$ cat src/nibble_alu_pkg.sv
// Shared constants for the nibble ALU status-flag block
package nibble_alu_pkg;

    // ------------------------------------------------------------
    // Register byte addresses on the APB
    // ------------------------------------------------------------
    localparam logic [7:0] status_word_addr = 8'h00;
    localparam logic [7:0] instr_addr       = 8'h04;
    localparam logic [7:0] result_addr      = 8'h08;
    localparam logic [7:0] temp_addr        = 8'h0c;

    // ------------------------------------------------------------
    // Status word field positions and reset value
    // ------------------------------------------------------------
    localparam int zero_bit      = 0;
    localparam int carry_bit     = 1;
    localparam int cmp_hold_bit  = 2;
    localparam int dec_adj_bit   = 3;
    localparam logic [3:0] status_word_reset = 4'h0;

    // ------------------------------------------------------------
    // Instruction register fields
    // ------------------------------------------------------------
    localparam int opcode_lsb  = 0;
    localparam int first_lsb   = 4;
    localparam int second_lsb  = 8;
    localparam logic [11:0] instr_reset = 12'h000;

    // ------------------------------------------------------------
    // Result register fields
    // ------------------------------------------------------------
    localparam int res_wb_bit   = 4;
    localparam int res_skip_bit = 5;
    localparam int res_busy_bit = 6;
    localparam int res_bad_bit  = 7;

    // ------------------------------------------------------------
    // Opcode encodings
    // ------------------------------------------------------------
    localparam logic [3:0] op_add        = 4'h0;
    localparam logic [3:0] op_add_carry  = 4'h1;
    localparam logic [3:0] op_sub        = 4'h2;
    localparam logic [3:0] op_sub_borrow = 4'h3;
    localparam logic [3:0] op_or         = 4'h4;
    localparam logic [3:0] op_and        = 4'h5;
    localparam logic [3:0] op_xor        = 4'h6;
    localparam logic [3:0] op_test_true  = 4'h7;
    localparam logic [3:0] op_test_false = 4'h8;
    localparam logic [3:0] op_cmp_eq     = 4'h9;
    localparam logic [3:0] op_cmp_ne     = 4'ha;
    localparam logic [3:0] op_cmp_ge     = 4'hb;
    localparam logic [3:0] op_cmp_lt     = 4'hc;
    localparam logic [3:0] op_rotate     = 4'hd;

    // Decimal correction thresholds
    localparam logic [4:0] dec_ten = 5'h0a;
    localparam logic [4:0] dec_twenty = 5'h14;

endpackage

$ cat src/operand_latch.sv
// Temporary operand registers A and B
`timescale 1ns/1ns
module operand_latch (
    // Clock and reset
    input  wire logic       pclk,
    input  wire logic       presetn,
    // Load request and operands
    input  wire logic       load,
    input  wire logic [3:0] first_in,
    input  wire logic [3:0] second_in,
    // Held operands
    output logic [3:0]      tmp_a_reg,
    output logic [3:0]      tmp_b_reg
);

    // Both operands are captured together so the ALU never mixes instructions
    always_ff @(posedge pclk or negedge presetn) begin
        if (!presetn) begin
            tmp_a_reg <= 4'h0;
            tmp_b_reg <= 4'h0;
        end else if (load) begin
            tmp_a_reg <= first_in;
            tmp_b_reg <= second_in;
        end
    end

endmodule

$ cat src/decimal_correct.sv
// Decimal correction of a nibble add or subtract result
`timescale 1ns/1ns
module decimal_correct (
    // Raw binary outcome
    input  wire logic       is_sub,
    input  wire logic       bin_carry,
    input  wire logic [3:0] bin_nibble,
    // Corrected outcome
    output logic [3:0]      dec_nibble,
    output logic            dec_carry
);

    logic [4:0] sum5;

    // Out-of-range sums land on 1010B or above so software can spot them
    always_comb begin
        sum5       = {bin_carry, bin_nibble};
        dec_nibble = bin_nibble;
        dec_carry  = bin_carry;
        if (!is_sub) begin
            dec_carry = (sum5 >= nibble_alu_pkg::dec_ten);
            if (sum5 < nibble_alu_pkg::dec_ten) begin
                dec_nibble = bin_nibble;
            end else if (sum5 < nibble_alu_pkg::dec_twenty) begin
                dec_nibble = bin_nibble + 4'h6;
            end else begin
                case (sum5[3:0])
                    4'h4, 4'h8:  dec_nibble = 4'he;
                    4'h5, 4'h9:  dec_nibble = 4'hf;
                    4'h6, 4'ha:  dec_nibble = 4'hc;
                    4'h7, 4'hb:  dec_nibble = 4'hd;
                    4'hc:        dec_nibble = 4'ha;
                    4'hd:        dec_nibble = 4'hb;
                    4'he:        dec_nibble = 4'hc;
                    default:     dec_nibble = 4'hd;
                endcase
            end
        end else begin
            dec_carry = bin_carry | (bin_nibble >= 4'ha);
            if (!bin_carry) begin
                if (bin_nibble >= 4'ha) begin
                    dec_nibble = {2'b11, bin_nibble[1:0] + 2'h2};
                end
            end else if (bin_nibble >= 4'h6) begin
                dec_nibble = bin_nibble - 4'h6;
            end else begin
                dec_nibble = {2'b11, bin_nibble[1:0] + 2'h2};
            end
        end
    end

endmodule

$ cat src/nibble_alu.sv
// Nibble ALU with status flip-flop, APB register access and sequencer outputs
//
// How it works
// - compare hold suppresses arithmetic result write-back
// - decimal flag corrects every arithmetic result
// - decimal flag clear gives plain binary
// - arithmetic sets carry on carry or borrow
// - hold clear: zero flag follows result
// - hold set: zero result keeps flag
// - carry-in instructions feed carry flag
// - rotate right moves carry through bit three
// - only arithmetic and rotate change carry
// - bit tests clear compare hold
// - compare hold ignored outside arithmetic
// - decimal flag ignored outside arithmetic
// - status word and ALU flags share storage
// - operands latched into temporaries first
// - logic ops leave zero and carry alone
// - decimal overflow stores 1010B or higher
// - compares only decide skip, bit tests also clear hold
`timescale 1ns/1ns
module nibble_alu (
    // Clock and reset
    input  wire logic        pclk,
    input  wire logic        presetn,
    // APB slave
    input  wire logic        psel,
    input  wire logic        penable,
    input  wire logic        pwrite,
    input  wire logic [7:0]  paddr,
    input  wire logic [31:0] pwdata,
    output logic [31:0]      prdata,
    output logic             pready,
    output logic             pslverr,
    // Sequencer side
    output logic [3:0]       result_data,
    output logic             result_write,
    output logic             skip_next,
    output logic             alu_busy,
    output logic [3:0]       status_flags
);

    // ------------------------------------------------------------
    // Declarations
    // ------------------------------------------------------------
    typedef enum logic [0:0] {st_idle, st_exec} state_t;

    state_t      state_reg;
    logic [3:0]  psw_reg;
    logic [3:0]  psw_next;
    logic [11:0] instr_reg;
    logic [3:0]  op_reg;
    logic [3:0]  result_reg;
    logic [3:0]  result_next;
    logic        wb_reg;
    logic        wb_next;
    logic        skip_reg;
    logic        skip_next_val;
    logic        bad_reg;
    logic        bad_next;
    logic [31:0] prdata_reg;
    logic [3:0]  tmp_a;
    logic [3:0]  tmp_b;
    logic        setup_phase;
    logic        access_phase;
    logic        addr_ok;
    logic        wr_psw;
    logic        wr_instr;
    logic        instr_refused;
    logic        load_ops;
    logic        is_arith;
    logic        is_sub;
    logic        use_carry;
    logic [4:0]  bin_full;
    logic [3:0]  dec_nibble;
    logic        dec_carry;
    logic [3:0]  arith_nibble;
    logic        arith_carry;
    logic [4:0]  cmp_diff;

    // ------------------------------------------------------------
    // Helper functions
    // ------------------------------------------------------------
    // Recognised register addresses
    function automatic logic addr_known(input logic [7:0] a);
        addr_known = (a == nibble_alu_pkg::status_word_addr) ||
                     (a == nibble_alu_pkg::instr_addr) ||
                     (a == nibble_alu_pkg::result_addr) ||
                     (a == nibble_alu_pkg::temp_addr);
    endfunction

    // Five-bit subtract shared by arithmetic and comparison
    function automatic logic [4:0] nib_sub(input logic [3:0] a,
                                           input logic [3:0] b,
                                           input logic       bin);
        nib_sub = {1'b0, a} - {1'b0, b} - {4'h0, bin};
    endfunction

    // ------------------------------------------------------------
    // APB decode
    // ------------------------------------------------------------
    // Zero wait states: read data is fetched during the setup cycle
    assign setup_phase  = psel && !penable;
    assign access_phase = psel && penable;
    assign addr_ok      = addr_known(paddr);
    assign pready       = 1'b1;
    assign prdata       = prdata_reg;

    // Instruction issue is refused while the previous one is executing
    assign instr_refused = (state_reg == st_exec) && (paddr == nibble_alu_pkg::instr_addr)
                           && pwrite;
    assign pslverr = access_phase && (!addr_ok || instr_refused);

    assign wr_psw   = access_phase && pwrite && (paddr == nibble_alu_pkg::status_word_addr);
    assign wr_instr = access_phase && pwrite && (paddr == nibble_alu_pkg::instr_addr)
                      && !instr_refused;
    assign load_ops = wr_instr;

    // Read data register, loaded in the setup cycle
    always_ff @(posedge pclk or negedge presetn) begin
        if (!presetn) begin
            prdata_reg <= 32'h0000_0000;
        end else if (setup_phase && !pwrite) begin
            case (paddr)
                nibble_alu_pkg::status_word_addr: prdata_reg <= {28'h0, psw_reg};
                nibble_alu_pkg::instr_addr:       prdata_reg <= {20'h0, instr_reg};
                nibble_alu_pkg::result_addr: begin
                    prdata_reg <= {24'h0, bad_reg, (state_reg == st_exec), skip_reg,
                                   wb_reg, result_reg};
                end
                nibble_alu_pkg::temp_addr:        prdata_reg <= {24'h0, tmp_b, tmp_a};
                default:                          prdata_reg <= 32'h0000_0000;
            endcase
        end
    end

    // ------------------------------------------------------------
    // Instruction register and sequencing
    // ------------------------------------------------------------
    // Written value is kept so software can read back what it issued
    always_ff @(posedge pclk or negedge presetn) begin
        if (!presetn) begin
            instr_reg <= nibble_alu_pkg::instr_reset;
            op_reg    <= 4'h0;
        end else if (wr_instr) begin
            instr_reg <= pwdata[11:0];
            op_reg    <= pwdata[nibble_alu_pkg::opcode_lsb +: 4];
        end
    end

    // One latch cycle, one execute cycle
    always_ff @(posedge pclk or negedge presetn) begin
        if (!presetn) begin
            state_reg <= st_idle;
        end else begin
            case (state_reg)
                st_idle: begin
                    if (wr_instr) begin
                        state_reg <= st_exec;
                    end
                end
                st_exec: state_reg <= st_idle;
                default: state_reg <= st_idle;
            endcase
        end
    end

    // Operands go to the temporaries before the ALU looks at them
    operand_latch u_operands (
        .pclk      (pclk),
        .presetn   (presetn),
        .load      (load_ops),
        .first_in  (pwdata[nibble_alu_pkg::first_lsb +: 4]),
        .second_in (pwdata[nibble_alu_pkg::second_lsb +: 4]),
        .tmp_a_reg (tmp_a),
        .tmp_b_reg (tmp_b)
    );

    // ------------------------------------------------------------
    // Arithmetic datapath
    // ------------------------------------------------------------
    assign is_arith  = (op_reg == nibble_alu_pkg::op_add) ||
                       (op_reg == nibble_alu_pkg::op_add_carry) ||
                       (op_reg == nibble_alu_pkg::op_sub) ||
                       (op_reg == nibble_alu_pkg::op_sub_borrow);
    assign is_sub    = (op_reg == nibble_alu_pkg::op_sub) ||
                       (op_reg == nibble_alu_pkg::op_sub_borrow);
    assign use_carry = (op_reg == nibble_alu_pkg::op_add_carry) ||
                       (op_reg == nibble_alu_pkg::op_sub_borrow);

    // Carry flag enters as the least significant carry or borrow
    always_comb begin
        if (is_sub) begin
            bin_full = nib_sub(tmp_a, tmp_b,
                               use_carry & psw_reg[nibble_alu_pkg::carry_bit]);
        end else begin
            bin_full = {1'b0, tmp_a} + {1'b0, tmp_b} +
                       {4'h0, use_carry & psw_reg[nibble_alu_pkg::carry_bit]};
        end
    end

    decimal_correct u_decimal (
        .is_sub     (is_sub),
        .bin_carry  (bin_full[4]),
        .bin_nibble (bin_full[3:0]),
        .dec_nibble (dec_nibble),
        .dec_carry  (dec_carry)
    );

    // Decimal correction only when the flag asks; otherwise plain binary
    always_comb begin
        if (psw_reg[nibble_alu_pkg::dec_adj_bit]) begin
            arith_nibble = dec_nibble;
            arith_carry  = dec_carry;
        end else begin
            arith_nibble = bin_full[3:0];
            arith_carry  = bin_full[4];
        end
    end

    // Comparisons always run in binary, whatever the mode flags say
    assign cmp_diff = nib_sub(tmp_b, 4'h0, 1'b0) == 5'h00 ? nib_sub(tmp_a, tmp_b, 1'b0)
                                                          : nib_sub(tmp_a, tmp_b, 1'b0);

    // ------------------------------------------------------------
    // Execute: flags, result and skip decision
    // ------------------------------------------------------------
    always_comb begin
        psw_next      = psw_reg;
        result_next   = result_reg;
        wb_next       = 1'b0;
        skip_next_val = 1'b0;
        bad_next      = 1'b0;
        // Software writes land in the same flags the ALU uses
        if (wr_psw) begin
            psw_next = pwdata[3:0];
        end
        // Execution updates win over a software write in the same cycle
        if (state_reg == st_exec) begin
            case (op_reg)
                nibble_alu_pkg::op_add,
                nibble_alu_pkg::op_add_carry,
                nibble_alu_pkg::op_sub,
                nibble_alu_pkg::op_sub_borrow: begin
                    result_next = arith_nibble;
                    psw_next[nibble_alu_pkg::carry_bit] = arith_carry;
                    if (!psw_reg[nibble_alu_pkg::cmp_hold_bit]) begin
                        psw_next[nibble_alu_pkg::zero_bit] = (arith_nibble == 4'h0);
                        wb_next = 1'b1;
                    end else begin
                        // Chained compares: zero survives only while every nibble is zero
                        psw_next[nibble_alu_pkg::zero_bit] =
                            (arith_nibble == 4'h0) & psw_reg[nibble_alu_pkg::zero_bit];
                        wb_next = 1'b0;
                    end
                end
                nibble_alu_pkg::op_or: begin
                    result_next = tmp_a | tmp_b;
                    wb_next     = 1'b1;
                end
                nibble_alu_pkg::op_and: begin
                    result_next = tmp_a & tmp_b;
                    wb_next     = 1'b1;
                end
                nibble_alu_pkg::op_xor: begin
                    result_next = tmp_a ^ tmp_b;
                    wb_next     = 1'b1;
                end
                nibble_alu_pkg::op_test_true: begin
                    psw_next[nibble_alu_pkg::cmp_hold_bit] = 1'b0;
                    skip_next_val = ((tmp_a & tmp_b) == tmp_b);
                end
                nibble_alu_pkg::op_test_false: begin
                    psw_next[nibble_alu_pkg::cmp_hold_bit] = 1'b0;
                    skip_next_val = ((tmp_a & tmp_b) == 4'h0);
                end
                nibble_alu_pkg::op_cmp_eq: begin
                    skip_next_val = (cmp_diff[3:0] == 4'h0);
                end
                nibble_alu_pkg::op_cmp_ne: begin
                    skip_next_val = (cmp_diff[3:0] != 4'h0);
                end
                nibble_alu_pkg::op_cmp_ge: begin
                    skip_next_val = !cmp_diff[4];
                end
                nibble_alu_pkg::op_cmp_lt: begin
                    skip_next_val = cmp_diff[4];
                end
                nibble_alu_pkg::op_rotate: begin
                    result_next = {psw_reg[nibble_alu_pkg::carry_bit], tmp_a[3:1]};
                    psw_next[nibble_alu_pkg::carry_bit] = tmp_a[0];
                    wb_next = 1'b1;
                end
                default: begin
                    // Unknown opcodes touch nothing and are reported
                    bad_next = 1'b1;
                end
            endcase
        end
    end

    // ------------------------------------------------------------
    // Status flip-flop, shared with the program status word
    // ------------------------------------------------------------
    // One storage element: no copy can drift from what software sees
    always_ff @(posedge pclk or negedge presetn) begin
        if (!presetn) begin
            psw_reg <= nibble_alu_pkg::status_word_reset;
        end else begin
            psw_reg <= psw_next;
        end
    end

    // Result nibble and its qualifiers
    always_ff @(posedge pclk or negedge presetn) begin
        if (!presetn) begin
            result_reg <= 4'h0;
            wb_reg     <= 1'b0;
            skip_reg   <= 1'b0;
            bad_reg    <= 1'b0;
        end else if (state_reg == st_exec) begin
            result_reg <= result_next;
            wb_reg     <= wb_next;
            skip_reg   <= skip_next_val;
            bad_reg    <= bad_next;
        end
    end

    // ------------------------------------------------------------
    // Sequencer-side outputs
    // ------------------------------------------------------------
    // Write and skip strobes last one cycle after each execution
    always_ff @(posedge pclk or negedge presetn) begin
        if (!presetn) begin
            result_write <= 1'b0;
            skip_next    <= 1'b0;
        end else begin
            result_write <= (state_reg == st_exec) && wb_next;
            skip_next    <= (state_reg == st_exec) && skip_next_val;
        end
    end

    assign result_data  = result_reg;
    assign alu_busy     = (state_reg == st_exec);
    assign status_flags = psw_reg;

endmodule

$ cat config.mk
export PLATFORM = sky130hd
export DESIGN_NAME = nibble_alu
export DESIGN_NICKNAME = d
export VERILOG_FILES = /design/src/nibble_alu_pkg.sv /design/src/operand_latch.sv /design/src/decimal_correct.sv /design/src/nibble_alu.sv
export SDC_FILE = /design/constraint.sdc
export NUM_CORES = 1
export LEC_CHECK = 0
export ABC_AREA = 1
export BUFFER_PORTS_ARGS = -buffer_cell sky130_fd_sc_hd__buf_2
export CELL_PAD_IN_SITES_DETAIL_PLACEMENT = 2
export CELL_PAD_IN_SITES_GLOBAL_PLACEMENT = 2
export CORE_AREA = 2 2 110 112
export DETAILED_ROUTE_END_ITERATION = 12
export DIE_AREA = 0 0 112 114
export PLACE_DENSITY = 0.87
export SYNTH_ARGS = -nofsm -noshare
export SYNTH_HDL_FRONTEND = slang
export SYNTH_HIERARCHICAL = 1
export SYNTH_SLANG_ARGS = --single-unit
$ cat constraint.sdc
create_clock -name pclk -period 7.55 [get_ports pclk]
set_input_delay 0.3775 -clock pclk [delete_from_list [all_inputs] [get_ports pclk]]
set_output_delay 0.3775 -clock pclk [all_outputs]
set_load 0.02 [all_outputs]
==> metrics.md <==
| Metric | Value |
|---|---|
| Reg2reg path depth | 23 |
| Row Count | 40 |
| WL final | 12700 um |
| Top FF cell, synth | dfrtp_1 |
| WP buf/inv | 8 |
| Final Hold Viols | 0 |
| CP Capture Type | register |
| Final Core Density | 0.347 |
| DP HPWL | 9350 um |
| Clock Latency Late Sink | 0.29 ns |
| R2r startpoint | u_operands/tmp_a_reg[0] |
| Vias after detailed routing | 3478 |
| TritonCTS clock tree | done |
| Power per cell area | 144 mW/mm^2 |
| Initial core utilization | 0.309 |
| CP delay by family, top | adder cells |
| Critical Path Max Stage Delay | 0.52 ns |
| Die H | 114 um |
| Core area | 0.0117 mm^2 |
| Setup TNS | 0 ns |
| Syn Area/Cell | 7.14 um^2 |
| Final Max Slew Viols | 0 |
| Max cap viols | 0 |
| EDFF count, synth | 0 |
| Fillers | 1432 |
| Number of buffers created by CTS | 5 |
| Synthesized flop and latch total | 46 |
| First-pass GRT wire length | 20500 um |
| Post-CTS setup buffer count | 0 |
| Number of unique standard cell types used by synthesis | 43 |
| Worst-path clk slew | 0.07 ns |
| Vias in the first global route | 3824 |
| Post-DRT Antenna Nets | 0 |
| Post-Synthesis Cells | 507 |
| Fin crit period | 3.99 ns |
| Share of cells above drive strength 1 | 0.179 |
| Cts repair resizes | 0 |
| Peak fanout along the critical path | 7 |
| Largest net degree at the start of global routing | 47 |
| Die width | 112 um |
| CP most frequent cell | inv_1 |
| Clock root buffer | clkbuf_16 |
| Clk buf depth | 2 |
| GR Overflow Total | 0 |
| Slew headroom | 0.261 |
| Lkg Pwr | 0.00210 uW |
| Vias/cell | 4.97 |
| WS Path Type | register to register |
| Worst EP arrival | 4.16 ns |
| Crit start category | register |
| VDD IR-drop max | 0.0742 mV |
| Warnings, synthesis | 6 |
| Tcrit/Tclk final | 0.529 |
| Reg2reg end | result_data[1] |
| Worst Hold Class | input pin to asynchronous set/reset pin |
| Clock skew | 0.00939 ns |
| Outcome | finished clean |
| Worst reg-to-reg setup slack | 3.56 ns |
| RSZ-0062 raised after global routing | false |
| Antenna violations before repair | 0 |
| Clock sinks | 46 |
| Peak Freq | 251 MHz |
| H-tree depth | 2 |
| Gr usage total | 0.201 |
| Async SR Flop Fraction | 1.00 |
| Final setup vio count | 0 |
| Initial DRC Count | 163 |
| Io pins | 90 |
| Residual DRC | 0 |
| Sequential share of the synthesized area | 0.318 |
| I/O Buffers | 48 |
| Slowest CP cell | dfrtp_1 |
| Die footprint | 0.0128 mm^2 |
| Final std cells w/o fill | 700 |
| DRT Pass-1 Iters | 4 |
| Gpl congestion | 0.861 |
| Nets | 623 |
| Antenna Cells | 0 |
| Area Overhead vs Synth | 12.2% |
| CP required | 7.72 ns |
| WL/cell | 18.2 um |
| Placed insts | 692 |
| Hold buffer count at CTS | 0 |
| Critical path cell sequence | inv_1 > ha_1 > inv_1 > fa_1 > inv_1 > ha_1 > inv_1 > nor2_1 > inv_1 > nand3_1 > and2_1 > inv_2 > ha_1 > inv_1 > nand2_2 > nand2_4 > inv_1 > nand3_1 > nand3_1 > mux2i_4 > nor2_1 > o21ai_0 > o21ai_1 |
| Worst-margin pin slew | 1.11 ns |
| Mapped Area | 0.00362 mm^2 |
==> synthesized netlist by cell type (11+ instances only) <==
| master | count | area (um^2) |
|---|---|---|
| a21oi_1 | 12 | 60.1 |
| buf_4 | 22 | 165 |
| dfrtp_1 | 46 | 1150 |
| ha_1 | 23 | 288 |
| inv_1 | 51 | 191 |
| inv_2 | 11 | 41.3 |
| nand2_1 | 165 | 619 |
| nand3_1 | 27 | 135 |
| nor2_1 | 45 | 169 |
| o21ai_0 | 29 | 145 |
==> routing by layer <==
metal | routed length, um | GRT usage | part of all wire | vias up
met4 | 206 | 0.0520 | 0.016 | 0
met1 | 5570 | 0.248 | 0.44 | 1749
met2 | 6610 | 0.375 | 0.52 | 65
met3 | 336 | 0.0218 | 0.026 | 18
li1 | - | - | - | 1646
met5 | 0 | 0 | 0 | -
==> worst max path at each step <==
stage / startpoint / to / slack, ns / cells past startpoint
2_1_floorplan: u_operands/tmp_a_reg[0] / result_data[1] / 4.33 / 23
3_3_place_gp: u_operands/tmp_a_reg[0] / result_data[1] / 3.76 / 23
3_5_place_dp: u_operands/tmp_a_reg[0] / result_data[1] / 3.54 / 23
4_1_cts: u_operands/tmp_a_reg[0] / result_data[1] / 3.49 / 23
5_1_grt: u_operands/tmp_a_reg[0] / result_data[1] / 3.16 / 23
6_report: u_operands/tmp_a_reg[0] / result_data[1] / 3.56 / 23
==> through the flow <==
| stage | setup slack, ns | total power, uW | hold slack (ns) | cell area, um^2 |
|---|---|---|---|---|
| after CTS | 3.49 | 588 | 0.307 | 4060 |
| after global routing | 3.16 | 605 | 0.332 | 4060 |
| after global placement | 3.76 | 327 | 0.462 | 3890 |
| final | 3.56 | 584 | 0.293 | 4060 |
| after detailed placement | 3.54 | 331 | 0.468 | 3890 |
| after floorplan | 4.33 | 312 | 0.0819 | 3690 |
==> area by class of cell <==
type / count / area [um^2] / area share
clock inverter: 2 / 37.5 / 0.00924
clock buffer: 6 / 129 / 0.0317
tap: 147 / 184 / 0.0453
timing repair buffer: 49 / 248 / 0.0610
sequential: 46 / 1150 / 0.283
multi-input combinational: 386 / 2070 / 0.510
inverter: 64 / 241 / 0.0595
==> cell usage in the layout, fill, tap and decap left out, types with 2 or more instances in the layout <==
cell / netlist / final
nand2_1: 165 / 165
inv_1: 51 / 51
buf_2: 3 / 48
dfrtp_1: 46 / 46
nor2_1: 45 / 45
o21ai_0: 29 / 29
nand3_1: 27 / 27
ha_1: 23 / 23
conb_1: 2 / 21
a21oi_1: 12 / 12
inv_2: 11 / 11
nor2_4: 5 / 5
o21ai_2: 5 / 5
nor3_1: 5 / 5
nand4_1: 5 / 5
o21ai_1: 5 / 5
clkbuf_16: 0 / 5
nand3_2: 4 / 4
nor2_2: 4 / 4
o2111ai_1: 4 / 4
nand2_4: 3 / 3
nand2_2: 3 / 3
fa_1: 3 / 3
and2_1: 2 / 2
o211ai_1: 2 / 2
==> kinds of logic (layout without fill, tap and decap cells) <==
logic type      Yosys count  count (layout)  synth area share
compound gates           67              67             0.115
xor+xnor                  1               1           0.00242
fa+ha+maj                26              26            0.0961
buf+inv                  94             121             0.130
flops                    46              46             0.318
mux                       1               1           0.00622
other cells               2              21           0.00207
simple gates            270             270             0.331
==> worst register-to-register path, stage by stage, from the launching register on <==
cell	delay (ns)
dfrtp_1	0.52
inv_1	0.20
ha_1	0.24
inv_1	0.08
fa_1	0.45
inv_1	0.10
ha_1	0.15
inv_1	0.05
nor2_1	0.17
inv_1	0.06
nand3_1	0.09
and2_1	0.36
inv_2	0.14
ha_1	0.24
inv_1	0.10
nand2_2	0.08
nand2_4	0.11
inv_1	0.05
nand3_1	0.06
nand3_1	0.14
mux2i_4	0.18
nor2_1	0.05
o21ai_0	0.15
o21ai_1	0.10
==> where the power goes <==
group	leakage, uW	internal [uW]	switching, uW	total [uW]
combinational	0.00141	19.9	53.6	73.5
sequential	0.000606	249	4.28	253
clock	0.0000771	157	101	257
Power figures use the tool's default switching activity.
